==> src/supervision_timer_consts.vh <==
/*
  Constants for the supervision timer with fast-to-slow write transfer.
  Assumes a 200 MHz system clock; all slow rates are enable pulses.
*/
`ifndef SUPERVISION_TIMER_CONSTS_VH
`define SUPERVISION_TIMER_CONSTS_VH

// ==========================================================================
// Clock figures
// ==========================================================================
`define CLK_FREQ_KHZ        200000
`define XTAL_FREQ_KHZ       32
`define SLOW_MAX_FREQ_KHZ   100
// Least prescaler divide that keeps the slow tick at or under 100 kHz
`define SLOW_MIN_DIV        ((`CLK_FREQ_KHZ + `SLOW_MAX_FREQ_KHZ - 1) / `SLOW_MAX_FREQ_KHZ)

// ==========================================================================
// Write transfer bounds in counter clock cycles
// ==========================================================================
`define XFER_MAX_ACTIVE     4'h4
`define XFER_MAX_SAVE       4'h8

// ==========================================================================
// Reset values
// ==========================================================================
`define PRESCALE_RESET      16'h07d0
`define COMPANION_RESET     16'h0010
`define SUPERV_RESET        16'hffff
`define MATCH_RESET         8'h5a

// ==========================================================================
// Write select codes
// ==========================================================================
`define WSEL_CONFIG         2'h0
`define WSEL_COMPANION      2'h1
`define WSEL_RELOAD         2'h2
`define WSEL_SERVICE        2'h3

// Config word fields
`define CFG_USE_COMPANION   0
`define CFG_ENABLE          1

`endif

==> src/supervision_timer_write_sync.v <==
/*
  Supervision down-counter whose counting advances on a slow tick, with
  all software writes made on the fast clock and carried over.
  Assumes clk is the 200 MHz system clock and the crystal tick arrives
  asynchronously on a pin.
*/
`include "supervision_timer_consts.vh"

// Function
// - Slow tick from 32 kHz crystal or prescaler
// - Slow tick limited to 100 kHz
// - Counter decrements on tick or companion underflow
// - Registers written on the fast clock
// - Writes reach counting logic after slow cycles
// - Active mode transfer within four counter cycles
// - Power save transfer within eight counter cycles
module supervision_timer_write_sync #(
  parameter CNT_W = 16
) (
  // Clock and reset
  clk,
  rst,
  // Slow clock source and power save mode
  xtalClk,
  useXtal,
  powerSave,
  // Register writes on the fast clock
  wrValid,
  wrSel,
  wrData,
  wrReady,
  // Status
  supervCount,
  companionCount,
  serviceMissed,
  timeoutPulse,
  slowTick,
  companionUnderflow
);
  input  wire             clk;
  input  wire             rst;
  input  wire             xtalClk;
  input  wire             useXtal;
  input  wire             powerSave;
  input  wire             wrValid;
  input  wire [1:0]       wrSel;
  input  wire [CNT_W-1:0] wrData;
  output wire             wrReady;
  output reg  [CNT_W-1:0] supervCount;
  output reg  [CNT_W-1:0] companionCount;
  output reg              serviceMissed;
  output reg              timeoutPulse;
  output reg              slowTick;
  output reg              companionUnderflow;

  // ==========================================================================
  // Fast-side configuration
  // ==========================================================================
  reg  [15:0] prescale_q;
  // The floor is worked out as a 32-bit integer; only the low half is a divide
  wire [31:0] minDivFull = `SLOW_MIN_DIV;
  wire [15:0] minDiv     = minDivFull[15:0];

  always @(posedge clk or posedge rst) begin
    if (rst) begin
      prescale_q <= `PRESCALE_RESET;
    end else if (wrValid && wrReady && wrSel == `WSEL_CONFIG) begin
      // Divide below the floor would push the tick above 100 kHz
      prescale_q <= ({wrData[15:2], 2'b00} < minDiv) ? minDiv : {wrData[15:2], 2'b00};
    end
  end

  // ==========================================================================
  // Slow tick source
  // ==========================================================================
  reg        xtalS1_q;
  reg        xtalS2_q;
  reg        xtalS3_q;
  reg [15:0] div_q;

  always @(posedge clk or posedge rst) begin
    if (rst) begin
      xtalS1_q <= 1'b0;
      xtalS2_q <= 1'b0;
      xtalS3_q <= 1'b0;
      div_q    <= 16'h0000;
      slowTick <= 1'b0;
    end else begin
      xtalS1_q <= xtalClk;
      xtalS2_q <= xtalS1_q;
      xtalS3_q <= xtalS2_q;
      if (div_q + 16'h0001 >= prescale_q) begin
        div_q <= 16'h0000;
      end else begin
        div_q <= div_q + 16'h0001;
      end
      slowTick <= useXtal ? (xtalS2_q && !xtalS3_q) : (div_q + 16'h0001 >= prescale_q);
    end
  end

  // ==========================================================================
  // Write transfer into the slow domain
  // ==========================================================================
  wire             applyPulse;
  wire [CNT_W+1:0] applyData;

  slow_write_sync #(
    .WIDTH(CNT_W + 2)
  ) u_sync (
    .clk       (clk),
    .rst       (rst),
    .wrValid   (wrValid),
    .wrData    ({wrSel, wrData}),
    .wrReady   (wrReady),
    .slowTick  (slowTick),
    .powerSave (powerSave),
    .applyPulse(applyPulse),
    .applyData (applyData)
  );

  // ==========================================================================
  // Slow-side counting logic
  // ==========================================================================
  reg [1:0]       cfg_q;
  reg [CNT_W-1:0] companionReload_q;
  reg [CNT_W-1:0] supervReload_q;

  wire [1:0]       aSel  = applyData[CNT_W+1:CNT_W];
  wire [CNT_W-1:0] aWord = applyData[CNT_W-1:0];
  wire             compZero = (companionCount == {CNT_W{1'b0}});
  wire             decTick  = cfg_q[`CFG_USE_COMPANION] ? companionUnderflow : slowTick;
  // The low byte of the service word must match the key; any other low byte counts as a miss
  wire             serviceOk = applyPulse && aSel == `WSEL_SERVICE && aWord[7:0] == `MATCH_RESET;
  wire             serviceBad = applyPulse && aSel == `WSEL_SERVICE && aWord[7:0] != `MATCH_RESET;

  always @(posedge clk or posedge rst) begin
    if (rst) begin
      cfg_q              <= 2'b10;
      companionReload_q  <= `COMPANION_RESET;
      supervReload_q     <= `SUPERV_RESET;
      companionCount     <= `COMPANION_RESET;
      companionUnderflow <= 1'b0;
      supervCount        <= `SUPERV_RESET;
      serviceMissed      <= 1'b0;
      timeoutPulse       <= 1'b0;
    end else begin
      companionUnderflow <= 1'b0;
      timeoutPulse       <= 1'b0;
      if (applyPulse && aSel == `WSEL_CONFIG) begin
        cfg_q <= aWord[1:0];
      end
      if (applyPulse && aSel == `WSEL_COMPANION) begin
        companionReload_q <= aWord;
      end
      if (applyPulse && aSel == `WSEL_RELOAD) begin
        supervReload_q <= aWord;
      end
      if (slowTick) begin
        if (compZero) begin
          companionCount     <= companionReload_q;
          companionUnderflow <= 1'b1;
        end else begin
          companionCount <= companionCount - {{(CNT_W-1){1'b0}}, 1'b1};
        end
      end
      if (serviceBad) begin
        serviceMissed <= 1'b1;
      end
      if (serviceOk) begin
        supervCount <= supervReload_q;
      end else if (cfg_q[`CFG_ENABLE] && decTick) begin
        if (supervCount == {CNT_W{1'b0}}) begin
          supervCount   <= supervReload_q;
          timeoutPulse  <= 1'b1;
          serviceMissed <= 1'b1;
        end else begin
          supervCount <= supervCount - {{(CNT_W-1){1'b0}}, 1'b1};
        end
      end
    end
  end

endmodule // supervision_timer_write_sync

==> src/slow_write_sync.v <==
/*
  Carries one written word from fast logic into slow-tick logic.
  Assumes the slow side is an enable pulse on the same clock; the word is
  held until the slow side has taken it.
*/
`include "supervision_timer_consts.vh"

module slow_write_sync #(
  parameter WIDTH = 18
) (
  // Clock and reset
  input  wire             clk,
  input  wire             rst,
  // Fast side
  input  wire             wrValid,
  input  wire [WIDTH-1:0] wrData,
  output wire             wrReady,
  // Slow side
  input  wire             slowTick,
  input  wire             powerSave,
  output reg              applyPulse,
  output reg  [WIDTH-1:0] applyData
);

  reg             pending_q;
  reg [WIDTH-1:0] hold_q;
  reg [3:0]       stage_q;

  assign wrReady = !pending_q;

  // Stage count models slow-side capture: 4 ticks active, 8 in power save.
  wire [3:0] stageLimit = powerSave ? `XFER_MAX_SAVE : `XFER_MAX_ACTIVE;

  always @(posedge clk or posedge rst) begin
    if (rst) begin
      pending_q  <= 1'b0;
      hold_q     <= {WIDTH{1'b0}};
      stage_q    <= 4'h0;
      applyPulse <= 1'b0;
      applyData  <= {WIDTH{1'b0}};
    end else begin
      applyPulse <= 1'b0;
      if (!pending_q) begin
        if (wrValid) begin
          pending_q <= 1'b1;
          hold_q    <= wrData;
          stage_q   <= 4'h0;
        end
      end else if (slowTick) begin
        // Worst case bound; the word stays frozen until taken
        if (stage_q + 4'h1 >= stageLimit) begin
          pending_q  <= 1'b0;
          applyPulse <= 1'b1;
          applyData  <= hold_q;
        end else begin
          stage_q <= stage_q + 4'h1;
        end
      end
    end
  end

endmodule // slow_write_sync

==> config.mk <==
export PLATFORM = sky130hd
export DESIGN_NAME = supervision_timer_write_sync
export DESIGN_NICKNAME = d
export VERILOG_FILES = /design/src/supervision_timer_write_sync.v /design/src/slow_write_sync.v
export VERILOG_INCLUDE_DIRS = /design/src
export SDC_FILE = /design/constraint.sdc
export NUM_CORES = 1
export LEC_CHECK = 0
export BUFFER_PORTS_ARGS = -buffer_cell sky130_fd_sc_hd__buf_2
export CAP_MARGIN = 0
export CORE_MARGIN = 8
export CORE_UTILIZATION = 55
export CTS_CLUSTER_SIZE = 20
export DETAILED_ROUTE_END_ITERATION = 10
export MAX_ROUTING_LAYER = met4
export PLACE_DENSITY = 0.74
export SKIP_CTS_REPAIR_TIMING = 1
export SYNTH_ARGS = -nofsm -noshare
export SYNTH_HDL_FRONTEND = slang
export SYNTH_SLANG_ARGS = --single-unit
export TNS_END_PERCENT = 50
==> constraint.sdc <==
create_clock -name clk -period 6.1 [get_ports clk]
set_input_delay 0.61 -clock clk [delete_from_list [all_inputs] [get_ports clk]]
set_output_delay 0.61 -clock clk [all_outputs]
set_load 0.02 [all_outputs]
Yosys cells after proc, flatten, opt, wreduce, memory -nomap -nowiden
Cells that the tools add are included.

operators by class
  add/subtract/negate cells = 4
  $lt $le $gt $ge = 3
  equal/unequal tests = 7
  muxes and demuxes = 29
  bitwise logic cells = 1
  reductions and logical operators = 21

operators by type and width
  kind                   number
  $mux 16                6
  $logic_not 16->1       2
  $sub 16x1->16 const B  2
  $mux 4                 5
  $mux 1                 18
  $add 16x1->16 const B  1
  $ge 16x16->1           1
  $lt 16x11->1 const B   1
  $logic_and 1x1->1      10
  $eq 8x7->1 const B     1
  $ne 8x7->1 const B     1
  $reduce_and 3->1       2
  $add 4x1->4 const B    1
  $eq 2x2->1 const B     2
  $ge 4x4->1             1
  $logic_not 2->1        2
  $ne 2x2->1 const B     2
  $reduce_bool 2->1      2
  $eq 2x1->1 const B     1
  $logic_not 1->1        2
  $reduce_and 2->1       1
  $not 1->1              1

storage, ports and cells
  bits in registers = 147
  input port bits = 24
  output and inout port bits = 37
  logic and storage cells = 84

Logic depth before layout (Yosys ltp)
Gate-level depths: netlist of the first run.

  depth after elaboration = 7
  depth in mapped cells = 12
  gate-level depth less buffers = 10

Hierarchy
From an unflattened synthesis of the first run, not the netlist that was laid out.

unflattened totals
  cell total of the unflattened synthesis = 639
  area, all modules = 7151.9 um^2

by module, submodules not included
  module                        times used  cells an instance  area an instance (um^2)  seq. area each (um^2)
  supervision_timer_write_sync  1           522                5395.2                   2628.8
  slow_write_sync               1           117                1756.7                   1051.0

Worst setup path after synthesis of the first run
Ideal clock, no wire load.

  kind = register to register
  start = register div_q[2]
  end = register slowTick
  library setup time = 0.119 ns
  arrival = 2.528 ns
  path slack = 3.453 ns
  cell stages (with the launch flop) = 12
  buffers on the path = 1
  clock period less this slack = 2.647 ns
  cells stage by stage = dfrtp_1 > and4_1 > and3_1 > and3_1 > xor2_1 > ha_1 > a21o_1 > a21oi_1 > o22ai_1 > a211o_1 > clkbuf_1 > o21a_1

on the way
  cells in the longest elaborated chain, start to end = 3

RTL lines
  what                      line                               text
  start: declaration        supervision_timer_write_sync.v:79  reg [15:0] div_q;
  start signal: assignment  supervision_timer_write_sync.v:95  div_q <= div_q + 16'h0001;
  $add 16x1->16             supervision_timer_write_sync.v:97  slowTick <= useXtal ? (xtalS2_q && !xtalS3_q) : (div_q + 16'h0001 >= prescale_q);
  $ge 16x16->1              supervision_timer_write_sync.v:97
  $mux 1                    supervision_timer_write_sync.v:97
  end signal: assignment    supervision_timer_write_sync.v:97
  end: declaration          supervision_timer_write_sync.v:53  output reg slowTick;

No other way between the ends.
A chain may end at the register's enable or synchronous reset.

Worst setup path after layout of the first run
Ends and elaborated chain as after synthesis.

==> PnR_summary.wiki, run 1 <==
{| class="wikitable"
! Metric !! Value
|-
| Post-synthesis cell type with the largest combined area || dfrtp_1
|-
| Routed via count || 5105
|-
| Reg power frac || 44.9%
|-
| Clk Latency, worst-skew pair || 420 ps
|-
| Post-layout nets || 742
|-
| Starting density of the core || 56.2%
|-
| Share of total power consumed by net switching || 35.2%
|-
| Endpoint of the worst register-to-register path || slowTick
|-
| Startpoint of the most critical register-to-register path || div_q[2]
|-
| Number of nets still failing antenna checks after routing || 0
|-
| Combinational share of power || 30.2%
|-
| Cell-internal power || 2.64 mW
|-
| Yosys cell types || 64
|-
| Cell Chain, Critical Path || and4_1 -> and3_1 -> and3_1 -> xor2_1 -> ha_1 -> a21o_1 -> a21oi_1 -> o22ai_1 -> a211o_1 -> o21a_1
|-
| Critical path endpoint category || register
|-
| Reg clk slew, reported paths || 60 ps
|-
| DRC || 0
|-
| Net Sw Power || 1.43 mW
|-
| Power density cells || 504 nW/um2
|-
| Critical Path Slowest Stage Cell || a211o_1
|-
| Number of pins with negative max-slew slack in the final report || 0
|-
| Cell count after placement || 847
|-
| Post-Syn Instances || 636
|-
| Largest delay share family, worst path || compound AO/OA/AOI/OAI gates
|-
| Gr usage total || 20.2%
|-
| WL/cell || 18.0 um
|-
| Synthesis-to-finish area growth || 14.2%
|-
| Via-to-Cell Ratio || 5.80
|-
| Leak Pwr || 3.64 nW
|-
| Post-synth net total || 683
|-
| Routed wire length || 15.8 mm
|-
| Cell depth of the worst setup path || 10
|-
| Sequential-to-total area share from yosys stat || 52.1%
|-
| Post-synthesis cell area || 7070 um2
|-
| Highest attainable clock frequency || 347 MHz
|-
| Fin crit share || 47.2%
|-
| Vertical extent of the die || 129 um
|-
| Critical path data required time || 6410 ps
|-
| Clock root buffer || clkbuf_16
|-
| Drt first-iter violations || 442
|-
| Buffers added on ports || 60
|-
| Number of sinks on the clock net || 145
|-
| Unrepaired setup endpoints after global routing || false
|-
| Inserted Clock Buffers || 17
|-
| Final cell area excluding filler cells || 8070 um2
|-
| Estimated wirelength of the detail-placed design || 11.2 mm
|-
| Minimum clock period after layout || 2880 ps
|-
| Yosys warning count || 0
|-
| Die area || 16700 um2
|-
| Worst-path maximum fanout || 17
|-
| EDFF count, synth || 0
|-
| Max-cap violation count || 0
|-
| Overall overflow remaining after global route || 0
|-
| Number of cell rows || 41
|-
| Post-synthesis register bit count || 145
|-
| DIE WIDTH || 129 um
|-
| Top cells by count, synth || dfrtp_1 (104), mux2_2 (72), a21oi_1 (45)
|-
| Largest stage delay, worst path || 490 ps
|-
| Core Area || 12600 um2
|-
| Number of global-route vias before repair || 5050
|-
| Maximum clock skew at final layout || 6.23 ps
|-
| Final Power || 4.07 mW
|-
| Worst setup path endpoint || slowTick
|-
| Pin count of the biggest net entering global routing || 77
|-
| Area post-placement || 7490 um2
|-
| Diode insertion count for antenna repair || 0
|-
| Fraction of final layout cells with drive strength greater than 1 || 30.5%
|-
| Number of top-level design ports || 61
|-
| Final weighted congestion of routability-driven global placement || 0.869
|-
| Critical path class || reg -> reg
|-
| Initial antenna violation count || 0
|-
| Worst EP arrival || 3190 ps
|-
| Post-layout instance count excluding filler cells || 880
|-
| Detailed Routing Iterations Pass 1 || 5
|-
| Relative slew slack || 27.0%
|-
| Number of failing setup endpoints in the final timing report || 0
|-
| Share of total power in the clock network || 24.9%
|-
| Post-synthesis async set-or-reset flop share || 100%
|-
| Most frequently used cell type in the post-synthesis netlist || dfrtp_1
|-
| Path class of the lowest-slack min-delay path || in -> reg
|-
| Depth of the worst register-to-register path || 10
|-
| Area share of the largest cell type after synthesis || 36.8%
|-
| Number of buffers on the longest clock path || 2
|-
| Total buffers and inverters traversed by the critical path || 0
|-
| Primary FF master, synth || dfrtp_1
|-
| Worst-case register-to-register setup slack || 3220 ps
|-
| Slew at the pin closest to its max-slew limit || 1090 ps
|-
| Count of endpoints failing hold in the final timing report || 0
|-
| H-tree levels || 4
|-
| Most numerous cell on the critical path || and3_1
|-
| Clock tree from TritonCTS || yes
|-
| Worst ir drop on vdd || 0.264 mV
|-
| Post-synthesis average cell area || 11.1 um2
|-
| Total negative slack || 0 ps
|-
| Largest cells by area after synthesis || dfrtp_1 (37%), dfstp_2 (15%), mux2_2 (11%)
|-
| First-pass GRT wire length || 25.6 mm
|-
| Outcome || completed
|-
| Startpoint type of the worst setup path || register
|-
| Origin of the worst setup path || div_q[2]
|}
cell families (layout without fill, tap and decap cells):
logic type	Yosys count	in the layout	synth area share (%)
flip-flops	145	145	52.1
buffers and inverters	59	131	3.61
XOR/XNOR	16	16	1.98
multiplexers	81	81	12.7
AND/OR/NAND/NOR	175	175	13.6
AO/OA/AOI/OAI	137	137	11.9
adder cells (fa/ha/maj)	23	23	4.07
state kept, by name, summed over array words and instances, names as in the netlist, 2 cells and up:
register and cells:
companionCount 16, u_sync.stage_q 4, div_q 16, supervReload_q 16
supervCount 16, u_sync.applyData 18, companionReload_q 16, u_sync.hold_q 18
prescale_q 14, cfg_q 2
power by group through the flow:
stage / Sequential, mW / Clock, mW / Combinational, mW
3_3_place_gp: 1.81 / 0 / 1.17
3_5_place_dp: 1.84 / 0 / 1.23
2_1_floorplan: 1.80 / 0 / 0.859
6_report: 1.83 / 1.01 / 1.23
5_1_grt: 1.88 / 1.07 / 1.36
4_1_cts: 1.82 / 1.03 / 1.24
area by class of cell:
type	instances	area (um2)
Clock buffer	27	493
Clock inverter	5	77.6
Timing Repair Buffer	64	338
Multi-Input combinational cell	432	3130
Inverter	35	136
Tap cell	172	215
Sequential cell	145	3680
Fill cell	996	4500
worst min-delay path by stage:
stage	start	end	slack (ps)	cells after the start
global placement	xtalS1_q	xtalS2_q	350	0
finish	xtalClk	xtalS1_q	300	1
CTS	xtalClk	xtalS1_q	280	1
global route	xtalClk	xtalS1_q	290	1
floorplan	xtalS1_q	xtalS2_q	330	0
detailed placement	xtalS1_q	xtalS2_q	340	0
layout by cell type (no fill, tap or decap), types with 12 or more instances in the layout:
cell       Yosys  routed
dfrtp_1      104     104
mux2_2        72      72
buf_2          2      60
a21oi_1       45      45
nand2_1       44      44
o21ai_0       44      44
dfstp_2       41      41
inv_1         35      34
nor2_1        27      27
ha_1          23      23
nand3_1       18      18
clkbuf_16      0      17
nand4_1       16      16
nor3_1        13      13
nor2b_1       13      13
xnor2_1       12      12
routing by layer:
metal | part of all wire (%) | up-vias | GRT usage [%] | wire, um
met3 | 4.4 | 27 | 4.64 | 697
li1 | - | 2424 | - | -
met1 | 44 | 2531 | 24.6 | 6980
met4 | 2.7 | 0 | 8.98 | 427
met5 | 0 | - | - | 0
met2 | 49 | 123 | 31.7 | 7740
through the flow:
stage	utilization, %	worst slack [ps]	hold slack, ps
after floorplan	-	1660	331
final	64.2	3220	296
after CTS	64.1	3080	282
after global placement	59.6	3280	346
after global routing	64.2	3050	293
after detailed placement	59.6	3100	344
No activity file was read; power rests on OpenSTA's default activity.
==> run 2: changes to the inputs <==
==> constraint.sdc (replaced) <==
create_clock -name clk -period 2.7 [get_ports clk]
set_input_delay 0.27 -clock clk [delete_from_list [all_inputs] [get_ports clk]]
set_output_delay 0.27 -clock clk [all_outputs]
set_load 0.02 [all_outputs]
==> PnR_summary.wiki, run 2 (same netlist as run 1, synthesis figures left out) <==
{| class="wikitable"
! Metric !! Value
|-
| Gr usage total || 20.4%
|-
| H-tree levels || 4
|-
| Initial antenna violation count || 0
|-
| Highest attainable clock frequency || 384 MHz
|-
| Fin crit share || 96.4%
|-
| Count of endpoints failing hold in the final timing report || 0
|-
| DIE WIDTH || 129 um
|-
| DRC || 0
|-
| Reg power frac || 44.1%
|-
| Critical path class || reg -> reg
|-
| Worst-path maximum fanout || 6
|-
| Footprint of the multi-input gates || 3160 um2
|-
| Number of pins with negative max-slew slack in the final report || 0
|-
| Combinational share of power || 30.5%
|-
| Fillcell total || 962
|-
| WL/cell || 17.7 um
|-
| Number of buffers on the longest clock path || 2
|-
| Routed via count || 5260
|-
| Outcome || completed
|-
| Relative slew slack || 45.6%
|-
| Final weighted congestion of routability-driven global placement || 0.886
|-
| Max-cap violation count || 0
|-
| Via-to-Cell Ratio || 5.84
|-
| Number of cell rows || 41
|-
| Number of global-route vias before repair || 5184
|-
| Minimum clock period after layout || 2600 ps
|-
| Origin of the worst setup path || div_q[2]
|-
| Path class of the lowest-slack min-delay path || in -> reg
|-
| Maximum clock skew at final layout || 8.99 ps
|-
| Synthesis-to-finish area growth || 17.4%
|-
| Area of all sequential standard cells || 3680 um2
|-
| Largest registers || u_sync.applyData x18, u_sync.hold_q x18
|-
| Vertical extent of the die || 129 um
|-
| Core Area || 12600 um2
|-
| Fraction of final layout cells with drive strength greater than 1 || 33.6%
|-
| Cell-internal power || 6.09 mW
|-
| Overall overflow remaining after global route || 0
|-
| Estimated wirelength of the detail-placed design || 11.4 mm
|-
| Startpoint type of the worst setup path || register
|-
| First-pass GRT wire length || 26.2 mm
|-
| Pin count of the biggest net entering global routing || 79
|-
| Finished Core Util || 66.0%
|-
| Startpoint of the most critical register-to-register path || div_q[2]
|-
| Die area || 16700 um2
|-
| Slew at the pin closest to its max-slew limit || 814 ps
|-
| Share of total power consumed by net switching || 34.8%
|-
| Share of total power in the clock network || 25.4%
|-
| Diode insertion count for antenna repair || 0
|-
| Routed wire length || 15.9 mm
|-
| Starting density of the core || 56.2%
|-
| Clock tree from TritonCTS || yes
|-
| Area post-placement || 7620 um2
|-
| Leak Pwr || 3.75 nW
|-
| Unrepaired setup endpoints after global routing || true
|-
| Most frequent cells in the layout || dfrtp_1 (104), mux2_2 (72), buf_2 (60)
|-
| Number of sinks on the clock net || 145
|-
| Power density cells || 1130 nW/um2
|-
| Critical path endpoint category || register
|-
| Clock root buffer || clkbuf_16
|-
| Clk Latency, worst-skew pair || 420 ps
|-
| Detailed Routing Iterations Pass 1 || 5
|-
| Number of failing setup endpoints in the final timing report || 0
|-
| Most common library cell in the layout ignoring fill and taps || dfrtp_1
|-
| Final Power || 9.34 mW
|-
| Net Sw Power || 3.25 mW
|-
| Start point of the worst hold path || wrData[1]
|-
| Final cell area excluding filler cells || 8300 um2
|-
| Critical path data required time || 3040 ps
|-
| Inserted Clock Buffers || 17
|-
| Post-layout nets || 763
|-
| Buffers added on ports || 60
|-
| Reg clk slew, reported paths || 60 ps
|-
| Number of nets still failing antenna checks after routing || 0
|-
| Number of top-level design ports || 61
|-
| Drt first-iter violations || 428
|-
| Worst ir drop on vdd || 0.632 mV
|-
| Worst EP arrival || 2950 ps
|}
run 2: through the flow:
step                      hold slack (ps)  instances  TNS, ps  setup WS, ps
final                                87.9        901        0          96.3
after global routing                 78.1        901     -248         -52.2
after CTS                            -236        895    -21.4         -21.4
after detailed placement              207        863        0          27.7
after global placement                203        863        0           140
after floorplan                       301        636        0          53.0
run 2: final cells by class:
type	instances	area share, %
timing repair buffer	85	6.18
clock inverter	10	1.63
sequential	145	44.3
clock buffer	22	5.59
multi-input combinational	432	38.0
inverter	35	1.63
tap	172	2.59
run 2: worst max-delay path, cell delays in order (launching register included):
cell	delay [ps]
dfrtp_1	420
and4_4	250
and3_4	210
nand3_1	90
xnor2_1	230
ha_1	290
a21oi_1	170
o21a_1	160
o22ai_1	90
a211o_2	350
buf_4	160
nor2b_1	100
run 2: power groups by stage:
stage               combinational (mW)  sequential (mW)  clock [mW]
CTS                               2.84             4.12        2.40
global placement                  2.72             4.08           0
global route                      3.16             4.25        2.51
detailed placement                2.81             4.14           0
floorplan                         1.94             4.06           0
finish                            2.85             4.12        2.37
run 2: layer usage:
layer	vias up	share of wire [%]	track usage, %
met5	-	0	-
met4	0	1.5	6.57
met3	18	3.7	4.03
met2	122	50	32.0
met1	2643	45	26.2
li1	2477	-	-
run 2: final timing paths:
kind                                    endpoint  slack [ps]  depth (start not counted)
worst max-delay path                    div_q[3]         100                         11
worst min-delay path            u_sync.hold_q[1]          90                          2
worst max register to register          div_q[3]         100                         11
worst min register to register          xtalS2_q         360                          0
max in group asynchronous         supervCount[5]        1650                          4
min in group asynchronous       u_sync.hold_q[1]         320                          3
==> run 3: changes to the inputs <==
--- a/config.mk
+++ b/config.mk
@@ -13,7 +13,7 @@
 export CTS_CLUSTER_SIZE = 20
 export DETAILED_ROUTE_END_ITERATION = 10
 export MAX_ROUTING_LAYER = met4
-export PLACE_DENSITY = 0.74
+export PLACE_DENSITY = 0.77
 export SKIP_CTS_REPAIR_TIMING = 1
 export SYNTH_ARGS = -nofsm -noshare
 export SYNTH_HDL_FRONTEND = slang
==> PnR_summary.wiki, run 3 (same netlist as run 1, synthesis figures left out) <==
{| class="wikitable"
! Metric !! Value
|-
| Outcome || completed
|-
| Share of total power in the clock network || 24.6%
|-
| Vertical extent of the die || 129 um
|-
| Leak Pwr || 3.76 nW
|-
| Most common library cell in the layout ignoring fill and taps || dfrtp_1
|-
| Largest registers || u_sync.applyData x18, u_sync.hold_q x18
|-
| Critical path data required time || 3040 ps
|-
| Total negative slack || 0 ps
|-
| Clock tree from TritonCTS || yes
|-
| Startpoint type of the worst setup path || register
|-
| Slew at the pin closest to its max-slew limit || 900 ps
|-
| WL/cell || 17.7 um
|-
| Buffers added on ports || 60
|-
| Post-layout nets || 764
|-
| Clock root buffer || clkbuf_16
|-
| Worst-path maximum fanout || 5
|-
| Via-to-Cell Ratio || 5.81
|-
| Startpoint of the most critical register-to-register path || div_q[5]
|-
| Number of pins with negative max-slew slack in the final report || 0
|-
| Number of nets still failing antenna checks after routing || 0
|-
| Final weighted congestion of routability-driven global placement || 0.860
|-
| Path class of the lowest-slack min-delay path || in -> async
|-
| Core Area || 12600 um2
|-
| Fillcell total || 947
|-
| Drt first-iter violations || 400
|-
| Pin count of the biggest net entering global routing || 59
|-
| H-tree levels || 4
|-
| Diode insertion count for antenna repair || 0
|-
| Die area || 16700 um2
|-
| Estimated wirelength of the detail-placed design || 11.4 mm
|-
| Routed wire length || 15.9 mm
|-
| DIE WIDTH || 129 um
|-
| Detailed Routing Iterations Pass 1 || 6
|-
| Combinational share of power || 31.1%
|-
| Synthesis-to-finish area growth || 17.3%
|-
| Critical path class || reg -> reg
|-
| First-pass GRT wire length || 25.9 mm
|-
| Starting density of the core || 56.2%
|-
| Reg clk slew, reported paths || 60 ps
|-
| Cell count after placement || 862
|-
| Worst setup path endpoint || div_q[15]
|-
| Number of failing setup endpoints in the final timing report || 0
|-
| Fin crit share || 96.1%
|-
| Clk Latency, worst-skew pair || 420 ps
|-
| Endpoint of the worst register-to-register path || div_q[15]
|-
| Final cell area excluding filler cells || 8290 um2
|-
| Count of endpoints failing hold in the final timing report || 0
|-
| Number of buffers on the longest clock path || 2
|-
| Gr usage total || 20.4%
|-
| Initial antenna violation count || 0
|-
| Inserted Clock Buffers || 17
|-
| Max-cap violation count || 0
|-
| Routed via count || 5245
|-
| Number of top-level design ports || 61
|-
| Highest attainable clock frequency || 385 MHz
|-
| Depth of the worst register-to-register path || 11
|-
| Cell-internal power || 5.99 mW
|-
| Number of sinks on the clock net || 145
|-
| Area post-placement || 7620 um2
|-
| Worst ir drop on vdd || 0.552 mV
|-
| Power density cells || 1120 nW/um2
|-
| Overall overflow remaining after global route || 0
|-
| Origin of the worst setup path || div_q[5]
|-
| Net Sw Power || 3.28 mW
|-
| Most frequent cells in the layout || dfrtp_1 (104), mux2_2 (72), buf_2 (60), a21oi_1 (45)
|-
| Fraction of final layout cells with drive strength greater than 1 || 33.7%
|-
| Minimum clock period after layout || 2600 ps
|-
| Relative slew slack || 39.9%
|-
| Worst EP arrival || 2930 ps
|-
| Number of cell rows || 41
|-
| DRC || 0
|-
| Critical path endpoint category || register
|-
| Maximum clock skew at final layout || 7.15 ps
|-
| Unrepaired setup endpoints after global routing || true
|-
| Worst-case register-to-register setup slack || 100 ps
|-
| Post-layout instance count excluding filler cells || 902
|-
| Share of total power consumed by net switching || 35.4%
|-
| Number of global-route vias before repair || 5113
|-
| Reg power frac || 44.3%
|}
run 3: worst min path at each step:
stage          cells after the start  startpoint                 to  slack [ps]
2_1_floorplan                      0     xtalClk           xtalS1_q         300
3_3_place_gp                       0    xtalS1_q           xtalS2_q         350
3_5_place_dp                       0    xtalS1_q           xtalS2_q         340
4_1_cts                            1     xtalClk           xtalS1_q         -60
5_1_grt                            2   wrData[1]   u_sync.hold_q[1]          80
6_report                           2         rst  companionCount[0]          20
run 3: through the flow:
stage	hold slack, ps	worst slack [ps]	util [%]	power, mW
2_1_floorplan	301	53.0	-	6.00
3_3_place_gp	350	46.8	60.6	6.82
3_5_place_dp	337	-31.4	60.6	6.99
4_1_cts	-60.3	-48.4	65.2	9.30
5_1_grt	81.7	-19.4	66.0	9.83
6_report	24.5	105	66.0	9.27
run 3: power by group through the flow:
stage                     sequential [mW]  combinational [mW]  clock, mW
after floorplan                      4.06                1.94          0
after global placement               4.08                2.74          0
after detailed placement             4.13                2.86          0
after CTS                            4.11                2.88       2.32
after global routing                 4.23                3.18       2.42
final                                4.11                2.88       2.28
run 3: critical path: stages (launching register included):
cell     delay, ps
dfrtp_1        380
and4_1         220
buf_4          130
nand4_1        200
nor2_1         190
xor2_1         220
ha_1           260
nand4_1        150
nor3_2          90
a211o_4        380
buf_4          160
nor2b_1        130
run 3: area by class of cell:
| type | instances | area [um2] | share of cell area (%) |
|---|---|---|---|
| Sequential cell | 145 | 3680 | 44.4 |
| Multi-Input combinational cell | 433 | 3170 | 38.2 |
| Timing Repair Buffer | 85 | 515 | 6.22 |
| Clock buffer | 22 | 464 | 5.60 |
| Tap cell | 172 | 215 | 2.60 |
| Inverter | 35 | 135 | 1.63 |
| Clock inverter | 10 | 110 | 1.33 |
run 3: layer usage:
layer | vias to the layer above | wire [um] | GRT usage [%]
met4 | 0 | 263 | 7.60
met5 | - | 0 | -
li1 | 2474 | - | -
met1 | 2622 | 7000 | 25.7
met2 | 129 | 7850 | 31.6
met3 | 20 | 810 | 4.56
